**src/rtl/urx_pkg.sv**
```systemverilog
// Functional notes
// - overrun flag, status bit 3, sets when a character completes into a full FIFO
// - on overrun stored entries stay intact and nothing is pushed
// - break flag, status bit 2, on input low beyond a whole frame
// - one all-zero character is pushed per break, however long it lasts
// - after break, wait for line high and a fresh start bit
// - parity error flag, status bit 1, on parity mismatch with line control; not set for a break frame
// - framing error flag, status bit 0, when the stop bit samples zero; not set for a break frame
// - with FIFO on, break/parity/framing flags follow the FIFO head entry
// - any write to the clear view zeroes all four flags, data ignored; an overrun completing on the same edge still sets bit 3
// - status view is read-only; writes only perform the clear action
// - clear view is write-only; reads there return the status view
// - reserved upper bits read as zero; software leaves them alone
// - status shows errors of the last read character; overrun shows at once
// - reset clears all four error flags
package urx_pkg;
    // register byte offsets
    localparam int unsigned   ADR_W      = 12;
    localparam logic [11:0]   OFF_DATA   = 12'h000;
    localparam logic [11:0]   OFF_STAT   = 12'h004;
    localparam logic [11:0]   OFF_DIV    = 12'h024;
    localparam logic [11:0]   OFF_LCR    = 12'h02c;
    localparam logic [11:0]   OFF_IMASK  = 12'h038;
    localparam logic [11:0]   OFF_ISTAT  = 12'h03c;
    // error bit positions, shared by status view and interrupt status
    localparam int unsigned   ERR_FE     = 0;
    localparam int unsigned   ERR_PE     = 1;
    localparam int unsigned   ERR_BE     = 2;
    localparam int unsigned   ERR_OE     = 3;
    localparam int unsigned   ERR_W      = 4;
    localparam int unsigned   IRQ_RX     = 4;
    localparam int unsigned   IRQ_W      = 5;
    // data register: received byte low, error bits from this position up
    localparam int unsigned   DR_ERR_LSB = 8;
    // line control fields
    localparam int unsigned   LCR_PEN    = 1;
    localparam int unsigned   LCR_EPS    = 2;
    localparam int unsigned   LCR_FEN    = 4;
    localparam int unsigned   LCR_WLEN   = 5;
    localparam int unsigned   LCR_SPS    = 7;
    localparam logic [7:0]    LCR_RST    = 8'h00;
    localparam logic [15:0]   DIV_RST    = 16'h0000;
    localparam logic [IRQ_W-1:0] IMASK_RST = 5'h00;
    // 16x oversampling: start checked mid bit, later bits a full bit on
    localparam logic [3:0]    OVS_MID    = 4'h7;
    localparam logic [3:0]    OVS_LAST   = 4'hf;
    localparam logic [2:0]    WLEN_BASE  = 3'h4;
    // fifo entry: {break, parity, framing, data}
    localparam int unsigned   ENT_W      = 11;
    localparam int unsigned   RX_DEPTH   = 16;

    typedef enum logic [2:0] {
        ST_IDLE  = 3'b000,
        ST_START = 3'b001,
        ST_DATA  = 3'b010,
        ST_PAR   = 3'b011,
        ST_STOP  = 3'b100,
        ST_BRK   = 3'b101
    } urx_state_e;
endpackage

```
**src/rtl/urx_sync.sv**
```systemverilog
`timescale 1ns/1ps
`default_nettype none
// two-stage synchroniser for the asynchronous receive pin
module urx_sync #(
    parameter logic RST_VAL = 1'b1
) (
    input  wire logic core_clk,
    input  wire logic sys_rst,
    input  wire logic async_in,
    output var  logic sync_out
);
    logic meta;

    // meta feeds only the second stage
    always_ff @(posedge core_clk) begin
        if (sys_rst) begin
            meta     <= RST_VAL;
            sync_out <= RST_VAL;
        end else begin
            meta     <= async_in;
            sync_out <= meta;
        end
    end
endmodule
`default_nettype wire

```
**src/rtl/urx_fifo.sv**
```systemverilog
`timescale 1ns/1ps
`default_nettype none
// receive fifo; depth must be a power of two
module urx_fifo #(
    parameter int unsigned WIDTH = 11,
    parameter int unsigned DEPTH = 16
) (
    input  wire logic                     core_clk,
    input  wire logic                     sys_rst,
    input  wire logic                     push,
    input  wire logic [WIDTH-1:0]         wdata,
    input  wire logic                     pop,
    output logic      [WIDTH-1:0]         rdata,
    output logic                          full,
    output logic                          empty
);
    localparam int unsigned AW = $clog2(DEPTH);
    localparam logic [AW:0] FULL_CNT = (AW+1)'(DEPTH);

    logic [WIDTH-1:0] mem [DEPTH];
    logic [AW-1:0]    wr_ptr;
    logic [AW-1:0]    rd_ptr;
    logic [AW:0]      cnt;
    logic             do_push;
    logic             do_pop;

    // a push into a full fifo is dropped here as well
    assign do_push = push & ~full;
    assign do_pop  = pop & ~empty;
    assign full    = (cnt == FULL_CNT);
    assign empty   = (cnt == '0);
    assign rdata   = mem[rd_ptr];

    always_ff @(posedge core_clk) begin
        if (do_push) begin
            mem[wr_ptr] <= wdata;
        end
    end

    // pointers and fill count
    always_ff @(posedge core_clk) begin
        if (sys_rst) begin
            wr_ptr <= '0;
            rd_ptr <= '0;
            cnt    <= '0;
        end else begin
            wr_ptr <= wr_ptr + AW'(do_push);
            rd_ptr <= rd_ptr + AW'(do_pop);
            cnt    <= cnt + (AW+1)'(do_push) - (AW+1)'(do_pop);
        end
    end
endmodule
`default_nettype wire

```
**src/rtl/urx_err_top.sv**
```systemverilog
`timescale 1ns/1ps
`default_nettype none
// serial receiver with error status, error clear and wishbone registers
module urx_err_top #(
    parameter int unsigned DEPTH = urx_pkg::RX_DEPTH
) (
    input  wire logic        core_clk,
    input  wire logic        sys_rst,
    input  wire logic        wb_cyc_i,
    input  wire logic        wb_stb_i,
    input  wire logic        wb_we_i,
    input  wire logic [11:0] wb_adr_i,
    input  wire logic [3:0]  wb_sel_i,
    input  wire logic [31:0] wb_dat_i,
    output logic      [31:0] wb_dat_o,
    output logic             wb_ack_o,
    input  wire logic        rx_in,
    output logic             irq
);
    logic                          rx_s;
    logic [7:0]                    lcr;
    logic [15:0]                   baud_div;
    logic [15:0]                   div_cnt;
    logic                          os_tick;
    urx_pkg::urx_state_e           state;
    logic [3:0]                    ph;
    logic [2:0]                    bit_idx;
    logic [7:0]                    shreg;
    logic                          par_bit;
    logic [urx_pkg::ERR_W-1:0]     err;
    logic [urx_pkg::IRQ_W-1:0]     istat;
    logic [urx_pkg::IRQ_W-1:0]     imask;
    logic [urx_pkg::ENT_W-1:0]     head;
    logic                          f_full;
    logic                          f_empty;

    urx_sync #(
        .RST_VAL (1'b1)
    ) u_sync (
        .core_clk (core_clk),
        .sys_rst  (sys_rst),
        .async_in (rx_in),
        .sync_out (rx_s)
    );

    // line control decode
    wire       pen      = lcr[urx_pkg::LCR_PEN];
    wire       eps      = lcr[urx_pkg::LCR_EPS];
    wire       fen      = lcr[urx_pkg::LCR_FEN];
    wire       sps      = lcr[urx_pkg::LCR_SPS];
    wire [2:0] wlen_top = urx_pkg::WLEN_BASE + {1'b0, lcr[urx_pkg::LCR_WLEN +: 2]};

    // oversample enable: divisor zero behaves as one
    wire [15:0] div_m1 = (baud_div == '0) ? '0 : baud_div - 16'h0001;

    always_ff @(posedge core_clk) begin
        if (sys_rst) begin
            div_cnt <= '0;
            os_tick <= 1'b0;
        end else begin
            os_tick <= (div_cnt == '0);
            div_cnt <= (div_cnt == '0) ? div_m1 : div_cnt - 16'h0001;
        end
    end

    // sample points and frame completion
    wire at_mid    = os_tick && (ph == urx_pkg::OVS_MID);
    wire at_last   = os_tick && (ph == urx_pkg::OVS_LAST);
    wire char_done = at_last && (state == urx_pkg::ST_STOP);
    // even parity bit equals xor of data; stick parity is the inverse of eps
    wire par_exp   = sps ? ~eps : (eps ? ^shreg : ~^shreg);
    // every bit of the frame low, stop included: a break, not a character
    wire brk_now   = char_done && !rx_s && (shreg == '0) && !(pen && par_bit);
    wire fe_now    = char_done && !rx_s && !brk_now;
    wire pe_now    = char_done && !brk_now && pen && (par_bit != par_exp);
    // FIFO off leaves a single holding entry
    wire rx_full   = fen ? f_full : ~f_empty;
    wire ovr_now   = char_done && rx_full;
    wire push      = char_done && !rx_full;
    // a break entry carries a zero byte and only the break bit
    wire [urx_pkg::ENT_W-1:0] push_ent = {brk_now, pe_now, fe_now, brk_now ? 8'h00 : shreg};

    // receive state machine; bit states advanced on oversample ticks, idle and break exits on the line level alone
    always_ff @(posedge core_clk) begin
        if (sys_rst) begin
            state   <= urx_pkg::ST_IDLE;
            ph      <= '0;
            bit_idx <= '0;
            shreg   <= '0;
            par_bit <= 1'b0;
        end else begin
            if (os_tick) begin
                ph <= ph + 4'h1;
            end
            case (state)
                urx_pkg::ST_IDLE: begin
                    ph <= '0;
                    if (!rx_s) begin
                        state <= urx_pkg::ST_START;
                    end
                end
                urx_pkg::ST_START: begin
                    if (at_mid) begin
                        // a glitch shorter than half a bit is ignored
                        state   <= rx_s ? urx_pkg::ST_IDLE : urx_pkg::ST_DATA;
                        ph      <= '0;
                        bit_idx <= '0;
                        shreg   <= '0;
                    end
                end
                urx_pkg::ST_DATA: begin
                    if (at_last) begin
                        shreg[bit_idx] <= rx_s;
                        bit_idx        <= bit_idx + 3'h1;
                        if (bit_idx == wlen_top) begin
                            state <= pen ? urx_pkg::ST_PAR : urx_pkg::ST_STOP;
                        end
                    end
                end
                urx_pkg::ST_PAR: begin
                    if (at_last) begin
                        par_bit <= rx_s;
                        state   <= urx_pkg::ST_STOP;
                    end
                end
                urx_pkg::ST_STOP: begin
                    if (at_last) begin
                        state <= brk_now ? urx_pkg::ST_BRK : urx_pkg::ST_IDLE;
                    end
                end
                urx_pkg::ST_BRK: begin
                    // hold off until the line marks again
                    if (rx_s) begin
                        state <= urx_pkg::ST_IDLE;
                    end
                end
                default: begin
                    state <= urx_pkg::ST_IDLE;
                end
            endcase
        end
    end

    // wishbone decode; answer always one cycle after the request
    wire req      = wb_cyc_i && wb_stb_i && !wb_ack_o;
    wire wr       = req && wb_we_i;
    wire rd       = req && !wb_we_i;
    wire hit_data = (wb_adr_i == urx_pkg::OFF_DATA);
    wire hit_stat = (wb_adr_i == urx_pkg::OFF_STAT);
    wire hit_div  = (wb_adr_i == urx_pkg::OFF_DIV);
    wire hit_lcr  = (wb_adr_i == urx_pkg::OFF_LCR);
    wire hit_imsk = (wb_adr_i == urx_pkg::OFF_IMASK);
    wire hit_ist  = (wb_adr_i == urx_pkg::OFF_ISTAT);
    wire pop      = rd && hit_data && !f_empty;
    // any write at the shared location clears, whatever lanes or data
    wire err_clr  = wr && hit_stat;

    // each entry carries its own error bits so the flags travel with the character
    urx_fifo #(
        .WIDTH (urx_pkg::ENT_W),
        .DEPTH (DEPTH)
    ) u_fifo (
        .core_clk (core_clk),
        .sys_rst  (sys_rst),
        .push     (push),
        .wdata    (push_ent),
        .pop      (pop),
        .rdata    (head),
        .full     (f_full),
        .empty    (f_empty)
    );

    // error flags: read character's errors latch on pop, overrun at once
    wire [urx_pkg::ERR_W-1:0] err_set = {ovr_now, pop ? head[urx_pkg::DR_ERR_LSB +: 3] : 3'h0};
    wire [urx_pkg::ERR_W-1:0] next_err = (err_clr ? '0 : err) | err_set;

    always_ff @(posedge core_clk) begin
        if (sys_rst) begin
            err <= '0;
        end else begin
            err <= next_err;
        end
    end

    // interrupt events and software write-one-to-clear
    wire [urx_pkg::IRQ_W-1:0] irq_ev  = {push, ovr_now, brk_now, pe_now, fe_now};
    wire [urx_pkg::IRQ_W-1:0] irq_w1c = (wr && hit_ist) ? wb_dat_i[urx_pkg::IRQ_W-1:0] : '0;
    wire [urx_pkg::IRQ_W-1:0] next_istat = (istat & ~irq_w1c) | irq_ev;

    always_ff @(posedge core_clk) begin
        if (sys_rst) begin
            istat <= '0;
            irq   <= 1'b0;
        end else begin
            istat <= next_istat;
            // one cycle behind the status bit, traded for a flop output
            irq   <= |(istat & imask);
        end
    end

    // software-written control registers
    always_ff @(posedge core_clk) begin
        if (sys_rst) begin
            lcr      <= urx_pkg::LCR_RST;
            baud_div <= urx_pkg::DIV_RST;
            imask    <= urx_pkg::IMASK_RST;
        end else begin
            if (wr && hit_lcr && wb_sel_i[0]) begin
                lcr <= wb_dat_i[7:0];
            end
            if (wr && hit_div && wb_sel_i[0]) begin
                baud_div[7:0] <= wb_dat_i[7:0];
            end
            if (wr && hit_div && wb_sel_i[1]) begin
                baud_div[15:8] <= wb_dat_i[15:8];
            end
            if (wr && hit_imsk && wb_sel_i[0]) begin
                imask <= wb_dat_i[urx_pkg::IRQ_W-1:0];
            end
        end
    end

    // read mux; reserved and unmapped bits read as zero
    wire [31:0] rd_data = {20'h00000, err[urx_pkg::ERR_OE], head};
    wire [31:0] rd_stat = {28'h0000000, err};
    wire [31:0] rd_mux  = hit_data ? rd_data :
                          hit_stat ? rd_stat :
                          hit_div  ? {16'h0000, baud_div} :
                          hit_lcr  ? {24'h000000, lcr} :
                          hit_imsk ? {27'h0000000, imask} :
                          hit_ist  ? {27'h0000000, istat} : 32'h00000000;

    always_ff @(posedge core_clk) begin
        if (sys_rst) begin
            wb_ack_o <= 1'b0;
            wb_dat_o <= '0;
        end else begin
            wb_ack_o <= req;
            if (rd) begin
                wb_dat_o <= rd_mux;
            end
        end
    end
endmodule
`default_nettype wire

```
**config.mk**
```make
export PLATFORM = sky130hd
export DESIGN_NAME = urx_err_top
export DESIGN_NICKNAME = d
export VERILOG_FILES = /design/src/rtl/urx_pkg.sv /design/src/rtl/urx_sync.sv /design/src/rtl/urx_fifo.sv /design/src/rtl/urx_err_top.sv
export SDC_FILE = /design/constraint.sdc
export NUM_CORES = 1
export LEC_CHECK = 0
export ABC_CLOCK_PERIOD_IN_PS = 10400
export BUFFER_PORTS_ARGS = -buffer_cell sky130_fd_sc_hd__buf_2
export CORE_ASPECT_RATIO = 0.7
export CORE_MARGIN = 1
export CORE_UTILIZATION = 54
export CTS_BUF_LIST = sky130_fd_sc_hd__clkbuf_2 sky130_fd_sc_hd__clkbuf_4 sky130_fd_sc_hd__clkbuf_8
export CTS_CLUSTER_SIZE = 24
export DETAILED_ROUTE_END_ITERATION = 16
export HOLD_SLACK_MARGIN = 0.05
export PLACE_DENSITY_LB_ADDON = 0.05
export SYNTH_ARGS = -nofsm -noshare
export SYNTH_HDL_FRONTEND = slang
export SYNTH_SLANG_ARGS = --single-unit
export TNS_END_PERCENT = 5
```
**constraint.sdc**
```tcl
create_clock -name core_clk -period 10.4 [get_ports core_clk]
set_input_delay 2.6 -clock core_clk [delete_from_list [all_inputs] [get_ports core_clk]]
set_output_delay 2.6 -clock core_clk [all_outputs]
set_load 0.02 [all_outputs]
```
-- Word level (Yosys, flattened, before mapping)
Memory sizes are Yosys's and may differ from the RTL's. A register that Yosys moved wholly into a read port is not among the register bits.
Index checks and enable logic that the tools add are counted.
- latch bits: 0
- memory bits (writable): 176
- logic and storage cells: 155
- memories kept: 1
- bits in registers: 123
- output and inout port bits: 34
- bits in read-only memories: 0
- multiplexer cells: 41
- divide/modulo/power cells: 0
- add/sub/neg operators: 9
- $mul: 0
- shift operators: 0
- bitwise gates (word level): 10
- equal/unequal tests: 22
- reduce and logical (&&, ||, !) cells: 49
- magnitude comparators: 2
- memory list (name ; words ; bits a word ; read ports ; clocked after Yosys merged registers in ; write ports ; RTL line ; RTL):
    u_fifo.mem ; 16 ; 11 ; 1 ; 1 ; 1 ; urx_fifo.sv:20 ; logic [WIDTH-1:0] mem [DEPTH];
- operator list (kind ; count):
    $mux W16 ; 5
    $eq A12 B6 Y1 const B ; 4
    $mux W3 ; 12
    $logic_not A16 Y1 ; 2
    $mux W8 ; 4
    $sub A16 B1 Y16 const B ; 2
    $logic_and A1 B1 Y1 ; 29
    $pmux W3 S6 ; 1
    $mux W4 ; 4
    $pmux W8 S2 ; 1
    $mux W5 ; 3
    $eq A12 B3 Y1 const B ; 1
    $logic_not A12 Y1 ; 1
    $ne A2 B2 Y1 const B ; 6
    $and A5 B5 Y5 ; 2
    $add A4 B1 Y4 ; 2
    $bwmux W8 ; 1
    $logic_not A8 Y1 ; 1
    $pmux W4 S2 ; 1
    $reduce_xnor A8 Y1 ; 1
    $reduce_xor A8 Y1 ; 1
    $logic_not A1 Y1 ; 7
    $reduce_and A7 Y1 ; 1
    $eq A3 B2 Y1 const B ; 2
    30 further kinds ; 39

-- Logic depth before layout (Yosys ltp)
Gate-level depths: netlist (run 1).
- depth in word-level cells: 11
- gate-level depth with buffers: 15

-- By module
From an unflattened synthesis (run 1), not the netlist that was laid out.
- cell total of the unflattened synthesis: 1020
- area, all modules: 12808.5 um2
- modules (own cells, without submodules) (module ; sequential area each (um2) ; cells an instance ; area an instance (um2) ; times used):
    urx_fifo ; 5545.3 ; 408 ; 7524.7 ; 1
    urx_err_top ; 1841.8 ; 608 ; 5231.3 ; 1
    urx_sync ; 40.0 ; 4 ; 52.6 ; 1

-- Worst setup path after synthesis (run 1)
No wires, ideal clock.
- kind: input to register
- from: input wb_adr_i[2]
- to: register u_fifo.cnt[4]
- setup time: 0.128 ns
- path slack: 5.217 ns
- arrival time: 5.056 ns
- stages on the path: 15
- data required time: 10.272 ns
- cell sequence: clkbuf_1 nor4_1 and3_1 clkbuf_1 nand2_1 nor2_1 ha_1 inv_1 ha_1 fa_1 a21oi_1 nor2_1 nor2_1 xnor2_1 nor2_1
- longest elaborated chain between the ends: 5
- ends and longest elaborated chain (what ; RTL line ; RTL):
    start: declaration ; urx_err_top.sv:12 ; input wire logic [11:0] wb_adr_i,
    $logic_not A12 Y1 ; urx_err_top.sv:148 ; wire hit_data = (wb_adr_i == urx_pkg::OFF_DATA);
    $logic_and A1 B1 Y1 (2 in a row) ; urx_err_top.sv:154 ; wire pop = rd && hit_data && !f_empty;
    $and A1 B1 Y1 ; urx_fifo.sv:29 ; assign do_pop = pop & ~empty;
    $sub A5 B1 Y5 ; urx_fifo.sv:49 ; cnt <= cnt + (AW+1)'(do_push) - (AW+1)'(do_pop);
    end signal: assignment ; urx_fifo.sv:49 ;
    end: declaration ; urx_fifo.sv:23 ; logic [AW:0] cnt;
No other way between the ends.
A chain may end at the register's enable or synchronous reset.

-- Final worst setup path (run 1)
Ends and elaborated chain as after synthesis.

==> results of run 1 <==
## flip-flops by register name, indices dropped and copies added, names as in the netlist, 3 cells and up
| name | cells |
|---|---|
| err | 4 |
| wb_dat_o | 16 |
| u_fifo.wr_ptr | 4 |
| div_cnt | 16 |
| bit_idx | 3 |
| u_fifo.mem | 176 |
| u_fifo.cnt | 5 |
| u_fifo.rd_ptr | 4 |
| istat | 5 |
| baud_div | 16 |
| lcr | 8 |
| imask | 5 |
| state | 3 |
| ph | 4 |
| shreg | 8 |
## layer usage
| layer | wire length (µm) | vias to the layer above | part of all wire |
|---|---|---|---|
| met3 | 1822 | 39 | 0.065 |
| li1 | - | 3858 | - |
| met5 | 0 | - | 0 |
| met4 | 404 | 0 | 0.014 |
| met2 | 11600 | 227 | 0.41 |
| met1 | 14220 | 3967 | 0.51 |
## layout by cell type, fill, tap and decap left out, types with 5 or more instances in the layout
master and instances:
buf_2 52, nand2_1 40, buf_4 23, xnor2_1 27, conb_1 16, mux2_2 5, nor3_1 19, ha_1 20
a21oi_1 31, o21ai_0 21, nand3b_1 10, mux4_2 36, xor2_1 19, or4_1 7, edfxtp_1 176, nand2b_1 8
nor2b_1 27, nor2_1 112, a22oi_1 19, nand4_1 11, clkbuf_8 50, nor4_1 15, inv_1 34, clkbuf_4 17
dfxtp_1 105, mux2i_1 63, a211oi_1 8, nand3_1 22, a221oi_1 11
## power groups by stage
stage	Clock (µW)	Combinational [µW]	Sequential, µW
finish	905	201	1230
global route	973	224	1230
CTS	930	202	1220
detailed placement	0	201	1250
global placement	0	197	1250
floorplan	0	165	1240
## layout make-up
| class | instances | area, µm² |
|---|---|---|
| clock inverter | 7 | 36.28 |
| clock buffer | 67 | 815.8 |
| inverter | 34 | 127.6 |
| multi-input combinational | 631 | 4823 |
| timing repair buffer | 75 | 432.9 |
| sequential | 283 | 7430 |
| fill | 1884 | 8736 |
| tap | 312 | 390.4 |
## cell usage after synthesis, types with 22 or more instances
cell        n
dfxtp_1   107
nor3_1     22
mux2i_1    63
nor2b_1    27
mux4_2     36
edfxtp_1  176
nor2_1    112
nand2_1    40
nand3_1    22
a21oi_1    31
xnor2_1    27
clkbuf_1   32
inv_1      34
## path summary, 6_finish.rpt
path	startpoint	end	slack (ns)	cells past startpoint
worst min-delay path	u_sync.meta$_SDFF_PP1_	u_sync.sync_out$_SDFF_PP1_	0.41	1
worst min register to register	u_sync.meta$_SDFF_PP1_	u_sync.sync_out$_SDFF_PP1_	0.41	1
worst max register to register	u_fifo.cnt[3]$_SDFF_PP0_	u_fifo.mem[6][3]$_DFFE_PP_	6.86	7
worst max-delay path	wb_adr_i[2]	u_fifo.cnt[4]$_SDFF_PP0_	5.44	14
## through the flow
step / area, µm² / power, µW / worst slack (ns) / hold WS, ns / cells
after detailed placement: 13200 / 1449 / 4.891 / 0.4023 / 1335
after CTS: 14060 / 2357 / 5.492 / 0.4209 / 1409
after global placement: 13200 / 1446 / 4.904 / 0.3933 / 1335
final: 14060 / 2331 / 5.442 / 0.4131 / 1409
after global routing: 14060 / 2425 / 5.177 / 0.4278 / 1409
after floorplan: 12690 / 1408 / 5.217 / 0.3895 / 1017
## cells by family after synthesis
| kind of cell | after synthesis |
|---|---|
| AO/OA/AOI/OAI | 132 |
| XOR/XNOR | 46 |
| adder cells (fa/ha/maj) | 21 |
| buffers and inverters | 103 |
| flip-flops | 283 |
| multiplexers | 104 |
| other | 1 |
| AND/OR/NAND/NOR | 312 |
==> metrics, run 1 <==
Area contributors post-synth=edfxtp_1, dfxtp_1, mux4_2, mux2i_1, nor2_1; die area=24030 µm²; YS warnings=0; multiplexer area fraction after synthesis=0.1185; pin count of the biggest net entering global routing=82; row count=46; met2 GRT Util=0.3310; num ports=88; TritonCTS clock tree=done; chip height=130.0 µm; DR pass1 iterations=5; Post-synth EDFFs=176; syn avg cell area=12.61 µm²; outcome=completed; post-synthesis sequential area ratio=0.5877; worst min path class=reg2reg; top cell type's share of synthesized area=0.4182; max incr delay on CP=0.44 ns; adder-cell share of the synthesized area=0.02138; Final TNS setup=0 ns; clk root buf=clkbuf_8; worst relative slew slack=0.1489; Pleak=0.005018 µW; GP Congestion=0.8251; Max Slew Vio Count=0; end-of-flow core utilization=0.6167; simple-gate share of the synthesized area=0.1308; Clock Latency Late Sink=0.56 ns; initial antenna violation count=0; Wirelength per Cell=19.90 µm; max-cap viol count=0; Worst-Margin Slew=1.272 ns; M1 GR Usage=0.3795; Worst Setup Start Kind=primary input; TritonCTS Buffers=43; IO Port Bufs=53; slowest CP cell=fa_1; Synth Instances=1002; via/cell ratio=5.742; post-cts gate resize count=0; crit-path cells=buf_2 > nor4_1 > and3_1 > nand2_1 > nor2_1 > ha_1 > inv_1 > ha_1 > fa_1 > a21oi_1 > nor2_1 > nor2_1 > xnor2_1 > nor2_1; CP required=10.81 ns; # diodes=0; largest family of logic cells by synthesized area=simple AND/OR/NAND/NOR gates; dominant synthesized flop cell=edfxtp_1; final setup fails=0; Synth Area in XOR/XNOR=0.03188; worst-path maximum fanout=11; Yosys cell types=69; Tcrit/Tclk final=0.4767; Pwr Density=165.8 nW/µm²; Initial Util=0.5545; clock share of power=0.388; clk slew on worst S/H paths=0.06 ns; Congestion Overflow GR=0; critical path class=in2reg; H-tree Lvls=2; nets=1143; RSZ-0062 raised after global routing=no; Clock Sinks=283; All-Layer GR Usage=0.2389; Flop pwr share=0.526; vias in the first global route=7511; Gate power share=0.086; CP bufs+invs=2; internal cell power=1785 µW; Worst Skew=0.01875 ns; Crit path arrival time=5.37 ns; Post-synth ARST share=0; DRC Markers=0; share of cells above drive strength 1=0.1896; Post-CTS Setup Inserts=0; first-pass GRT wire length=42.97 mm; Synth area leader=edfxtp_1; Netlist Area Pre-Place=12640 µm²; most used cell, CP=nor2_1; Max Fclk=201.7 MHz; Switch Pwr=545.9 µW; initial drt markers=699; final hold viol count=0; most used routing layer=met1; routed via count=8091; Compound-Gate Fraction of Synth Area=0.07148; Final ANT Viol Nets=0; min Tclk post-route=4.958 ns; clock buffer depth=3; chip width=184.9 µm; Yosys reg bits=283; Detailed Place HPWL=19.26 mm; CP delay by family, top=simple AND/OR/NAND/NOR gates; area delta synth->final=11.22%; CP Capture Type=flip-flop; GR Layer Usage met3=0.04773; VDD IR-drop max=0.0001248 V; # hold bufs at CTS=0; Sw Ratio=0.2342; Core Region=22790 µm²; Routed WL=28.04 mm
No activity file was read; power rests on OpenSTA's default activity.
==> run 2: changes to the inputs <==
Settings changed: ABC_CLOCK_PERIOD_IN_PS 10400 to 4900.
Clock period 10.4 ns to 4.9 ns, I/O delays scaled along.
==> run 2 against run 1 <==
Wire length is 0.90% higher. Combinational power is 110% higher. Clock power is 130% higher.
==> metrics, run 2 (synthesized netlist as in run 1, its figures left out) <==
outcome=completed; Wirelength per Cell=20.00 µm (+0.47%); commonest non-fill, non-tap cell in the layout=edfxtp_1; Routed WL=28.30 mm (+0.90%); Pleak=0.005083 µW (+1.3%); Worst Setup Start Kind=primary input; Max Fclk=275.4 MHz; clock share of power=0.408 (+0.020); chip height=130.0 µm (unchanged); Largest Register=u_fifo.mem; fillers=1836 (-2.5%); hold path endpoint=u_sync.sync_out$_SDFF_PP1_; worst-path maximum fanout=14 (+3); Tcrit/Tclk final=0.7411; All-Layer GR Usage=0.2400 (+0.001109); clock buffer depth=3 (unchanged); chip width=184.9 µm (unchanged); nets=1144 (+0.087%); Flop pwr share=0.508 (-0.018); final setup fails=0 (unchanged); placed cell areas=13210 µm² (about the same); TritonCTS Buffers=43 (unchanged); Final TNS setup=0 ns (unchanged); Worst-Margin Slew=1.282 ns (+0.01012 ns); critical path class=in2reg; initial antenna violation count=1 (+1); clk slew on worst S/H paths=0.06 ns (about the same); worst relative slew slack=0.1421 (-0.006771); Clock Sinks=283 (unchanged); DR pass1 iterations=5 (unchanged); routed via count=8232 (+1.7%); hold depth=1 (unchanged); Crit path arrival time=4.04 ns (-1.33 ns); Pwr Density=361.5 nW/µm² (+120%); most frequent cells in the layout=edfxtp_1, nor2_1, dfxtp_1; CP required=5.31 ns (-5.50 ns); end-of-flow core utilization=0.6211 (+0.004391); vias in the first global route=7590 (+1.1%); Worst Skew=0.02412 ns (+0.005373 ns); internal cell power=3930 µW (+120%); area of the multi-input gates=4823 µm² (unchanged); first-pass GRT wire length=43.44 mm (+1.1%); Switch Pwr=1188 µW (+120%); DRC Markers=0 (unchanged); num ports=88 (unchanged); Clock Latency Late Sink=0.55 ns (about the same); R2R Setup Slk=1.51 ns (-5.35 ns); Final ANT Viol Nets=0 (unchanged); Worst R2R End=u_fifo.mem[4][3]$_DFFE_PP_; clk root buf=clkbuf_8; GP Congestion=0.8073 (-2.2%); TritonCTS clock tree=done; worst min path class=reg2reg; CP Capture Type=flip-flop; die area=24030 µm² (unchanged); # diodes=0 (unchanged); share of cells above drive strength 1=0.1976 (+0.008035); # hold bufs at CTS=0 (unchanged); max-cap viol count=0 (unchanged); Gate power share=0.084 (-0.002); VDD IR-drop max=0.0002044 V (+64%); area delta synth->final=12.01%; Worst Reg-to-Reg Cells=6 (-1); min-delay src=u_sync.meta$_SDFF_PP1_; Cell Count, Final, Fillers Out=1415 (+0.43%); Sw Ratio=0.2322 (-0.002000); RSZ-0062 raised after global routing=no; post-cts gate resize count=0 (unchanged); initial drt markers=699 (unchanged); H-tree Lvls=2 (unchanged); final hold viol count=0 (unchanged); Detailed Place HPWL=19.55 mm (+1.5%); Congestion Overflow GR=0 (unchanged); Pwr Total=5118 µW (+120%); max FFs per register=176 (unchanged); Core Region=22790 µm² (unchanged); pin count of the biggest net entering global routing=54 (-34%); register area=7430 µm² (unchanged); r2r startpoint=u_fifo.cnt[3]$_SDFF_PP0_; Post-CTS Setup Inserts=0 (unchanged); IO Port Bufs=53 (unchanged); Placed Cells=1336 (+0.075%); Initial Util=0.5545 (unchanged); Max Slew Vio Count=0 (unchanged); via/cell ratio=5.818 (+1.3%); min Tclk post-route=3.631 ns; row count=46 (unchanged); post-route cell area=14160 µm² (+0.71%)
run 2: how the worst max path moves through the flow:
stage           startpoint                        to  slack, ns
2_1_floorplan  wb_adr_i[2]  u_fifo.cnt[4]$_SDFF_PP0_       1.09
3_3_place_gp   wb_adr_i[3]  u_fifo.cnt[4]$_SDFF_PP0_       0.78
3_5_place_dp   wb_adr_i[3]  u_fifo.cnt[4]$_SDFF_PP0_       0.72
4_1_cts        wb_adr_i[3]  u_fifo.cnt[4]$_SDFF_PP0_       1.28
5_1_grt        wb_adr_i[3]  u_fifo.cnt[4]$_SDFF_PP0_       0.97
6_report       wb_adr_i[3]  u_fifo.cnt[4]$_SDFF_PP0_       1.27
run 2: per-stage QoR:
step / hold WS (ns) / setup slack [ns]
after global routing: 0.4395 / 0.9651
after global placement: 0.3916 / 0.7804
final: 0.4063 / 1.269
after detailed placement: 0.3937 / 0.7240
after CTS: 0.4082 / 1.282
after floorplan: 0.3895 / 1.092
run 2: power by group through the flow:
stage / logic, µW / clock network [µW] / registers, µW
2_1_floorplan: 349 / 0 / 2640
3_3_place_gp: 418 / 0 / 2650
3_5_place_dp: 424 / 0 / 2650
4_1_cts: 430 / 2130 / 2600
5_1_grt: 486 / 2230 / 2610
6_report: 431 / 2090 / 2600
run 2: critical path, cell delays in order:
cell and delay, ns:
buf_2 0.20, nor4_1 0.37, and3_1 0.44, nand2_1 0.22
nor2_1 0.22, ha_1 0.16, inv_1 0.04, ha_1 0.22
fa_1 0.45, a21oi_1 0.15, nor2_1 0.05, nor2_1 0.11
xnor2_1 0.13, nor2_1 0.05
run 2: per-layer routing:
metal | up-vias | global-route usage | wire length, µm | share of wire
li1 | 3859 | - | - | -
met1 | 4098 | 0.3886 | 14550 | 0.51
met2 | 237 | 0.3339 | 11690 | 0.41
met3 | 38 | 0.03796 | 1671 | 0.059
met4 | 0 | 0.05737 | 382 | 0.014
met5 | - | 0 | 0 | 0
run 2: cell type report:
cell class | count | area share
inverters | 34 | 0.009015
repair buffers | 76 | 0.03111
flip-flops and latches | 283 | 0.5248
clock buffers | 74 | 0.06267
multi-input cells | 631 | 0.3407
clock inverters | 5 | 0.004066
well taps | 312 | 0.02758
==> run 3: changes to the inputs <==
Settings changed: ABC_AREA set to 1, ABC_CLOCK_PERIOD_IN_PS 4900 to 2950.
Clock period 4.9 ns to 2.95 ns, I/O delays scaled along.
==> run 3 against run 2 <==
Clock power is 65% higher. Cell area is 4.1% higher. Hold slack worse by 0.031 ns. Utilization is 0.26 points lower. Clock-buffer cell count down 11. Cell count increased by 32%. Synthesized cell count increased by 43%. Critical endpoint is now u_fifo.mem[15][0]$_DFFE_PP_. Highest routed layer unchanged.
==> metrics, run 3 <==
Detailed Place HPWL=21.91 mm (+12%); Wirelength per Cell=17.30 µm (-13%); max-cap viol count=0 (unchanged); critical path class=reg2reg; Congestion Overflow GR=0 (unchanged); top cell type's share of synthesized area=0.4003 (-0.01791); final hold viol count=0 (unchanged); Post-synth EDFFs=176 (unchanged); # diodes=0 (unchanged); post-cts gate resize count=0 (unchanged); area delta synth->final=11.56%; Max Slew Vio Count=0 (unchanged); Synth Instances=1429 (+43%); dominant synthesized flop cell=edfxtp_1; via/cell ratio=5.411 (-7.0%); Pwr Density=604.3 nW/µm² (+67%); M1 GR Usage=0.4156 (+0.02697); Max Fclk=388.2 MHz; CP required=3.13 ns (-2.18 ns); YS warnings=0 (unchanged); share of cells above drive strength 1=0.1579 (-0.03971); pin count of the biggest net entering global routing=98 (+81%); Placed Cells=1781 (+33%); RSZ-0062 raised after global routing=no; Crit path arrival time=2.75 ns (-1.29 ns); Tcrit/Tclk final=0.8731; Worst Setup Start Kind=flip-flop; largest family of logic cells by synthesized area=simple AND/OR/NAND/NOR gates; TritonCTS Buffers=44 (+2.3%); chip width=188.9 µm (+2.2%); Pleak=0.005680 µW (+12%); final setup fails=0 (unchanged); Clock Latency Late Sink=0.55 ns (about the same); pre-CTS WS=-0.001045 ns (-0.7250 ns); clk slew on worst S/H paths=0.06 ns (about the same); Netlist Area Pre-Place=13200 µm² (+4.5%); Synth Area in XOR/XNOR=0.02056 (-0.01132); DRC Markers=0 (unchanged); Post-CTS Setup Inserts=0 (unchanged); H-tree Lvls=2 (unchanged); IO Port Bufs=53 (unchanged); worst relative slew slack=0.1839 (+0.04181); Area contributors post-synth=edfxtp_1, dfxtp_1, nor2_1, nand2_1, o21ai_0; Pwr Total=8901 µW (+74%); Initial Util=0.5544 (about the same); max FFs per register=176 (unchanged); Final ANT Viol Nets=0 (unchanged); Post-synth ARST share=0 (unchanged); GP Congestion=0.8987 (+11%); outcome=completed; Cell Count, Final, Fillers Out=1863 (+32%); # hold bufs at CTS=0 (unchanged); initial antenna violation count=0 (-1); worst min path class=in2reg; top-count cell post-synth=nor2_1; min Tclk post-route=2.576 ns; Largest Register=u_fifo.mem; post-synthesis sequential area ratio=0.5625 (-0.02517); final worst setup slack=0.3743 ns (-0.8944 ns); vias in the first global route=9300 (+23%); Compound-Gate Fraction of Synth Area=0.1166 (+0.04508); VDD IR-drop max=0.0003874 V (+90%); fillers=2082 (+13%); initial drt markers=902 (+29%); chip height=132.8 µm (+2.2%); DR pass1 iterations=6 (+1); first-pass GRT wire length=50.65 mm (+17%); GR Layer Usage met3=0.04960 (+0.01165); routed via count=10080 (+22%); worst-path maximum fanout=16 (+2); nets=1584 (+38%); All-Layer GR Usage=0.2602 (+0.02024); Yosys reg bits=283 (unchanged); adder-cell share of the synthesized area=0.02047 (-0.0009159); most used routing layer=met1; clk root buf=clkbuf_8; commonest non-fill, non-tap cell in the layout=nor2_1; met2 GRT Util=0.3613 (+0.02739); Post-synth top cells=nor2_1, nand2_1, edfxtp_1, inv_1, o21ai_0; Worst Skew=0.02424 ns (+0.0001162 ns); Worst-Margin Slew=1.220 ns (-0.06249 ns); clock buffer depth=3 (unchanged); syn avg cell area=9.240 µm² (-27%); Routed WL=32.24 mm (+14%); most frequent cells in the layout=nor2_1, nand2_1, edfxtp_1; Clock Sinks=283 (unchanged); Core Region=23820 µm² (+4.5%); die area=25090 µm² (+4.4%); row count=47 (+2.2%); Synth area leader=edfxtp_1; Yosys cell types=52 (-25%); Hold WS=0.3758 ns (-0.03056 ns); simple-gate share of the synthesized area=0.2071 (+0.07637); CP Capture Type=flip-flop; multiplexer area fraction after synthesis=0 (-0.1185); TritonCTS clock tree=done; num ports=88 (unchanged)
run 3: cell count changes in the layout (fill, tap and decap cells not counted), moves of 24 or more:
cell      before  now
nor2_1       112  216
o211ai_1       1   25
inv_1         34  122
nand3_1       22   88
mux4_2        36    0
mux2i_1       63    0
nor2b_1       27    0
nand2_1       40  208
a21oi_1       31   85
o21ai_0       21  111
run 3: power breakdown:
part,switching (µW),internal [µW]
clock,1520,1910
sequential,113,4270
combinational,699,377
run 3: logic make-up (layout without fill, tap and decap cells):
group	count (synthesis)	count (layout)
compound gates	272	272
xor+xnor	31	31
flops	283	283
other cells	1	16
simple gates	609	609
fa+ha+maj	21	21
buf+inv	212	313
run 3: cell type report:
type | count | area (µm²) | share of cell area
clock buffer | 63 | 792.0 | 0.05377
sequential | 283 | 7430 | 0.5044
clock inverter | 19 | 142.6 | 0.009683
tap | 318 | 397.9 | 0.02701
multi-input combinational | 949 | 4878 | 0.3312
inverter | 138 | 524.3 | 0.03559
timing repair buffer | 93 | 565.5 | 0.03839
run 3: worst paths after layout:
| kind | startpoint | to | slack (ns) | depth (start not counted) |
|---|---|---|---|---|
| setup / recovery | ph[0]$_SDFF_PP0_ | u_fifo.mem[15][0]$_DFFE_PP_ | 0.37 | 8 |
| hold / removal | rx_in | u_sync.meta$_SDFF_PP1_ | 0.38 | 2 |
| setup reg to reg | ph[0]$_SDFF_PP0_ | u_fifo.mem[15][0]$_DFFE_PP_ | 0.37 | 8 |
| hold reg to reg | u_sync.meta$_SDFF_PP1_ | u_sync.sync_out$_SDFF_PP1_ | 0.41 | 1 |
run 3: per-layer routing:
layer | up-vias | share of wire
li1 | 4997 | -
met1 | 4692 | 0.50
met3 | 35 | 0.080
met5 | - | 0
met2 | 356 | 0.41
met4 | 0 | 0.013
run 3: metrics by stage:
step           cell area [µm²]    util   TNS [ns]
6_report                 14730  0.6185          0
5_1_grt                  14730  0.6185          0
3_3_place_gp             13800  0.5792          0
2_1_floorplan            13260       -          0
3_5_place_dp             13800  0.5792  -0.001045
4_1_cts                  14730  0.6185          0
run 3: critical path: stages, from the launching register on:
cell and delay (ns):
dfxtp_1 0.34, ha_1 0.23, nand3_2 0.12, nor2_4 0.05, nand2_2 0.10, nor2_2 0.05, nand2_1 0.16, clkinv_2 0.20
nor2_1 0.95
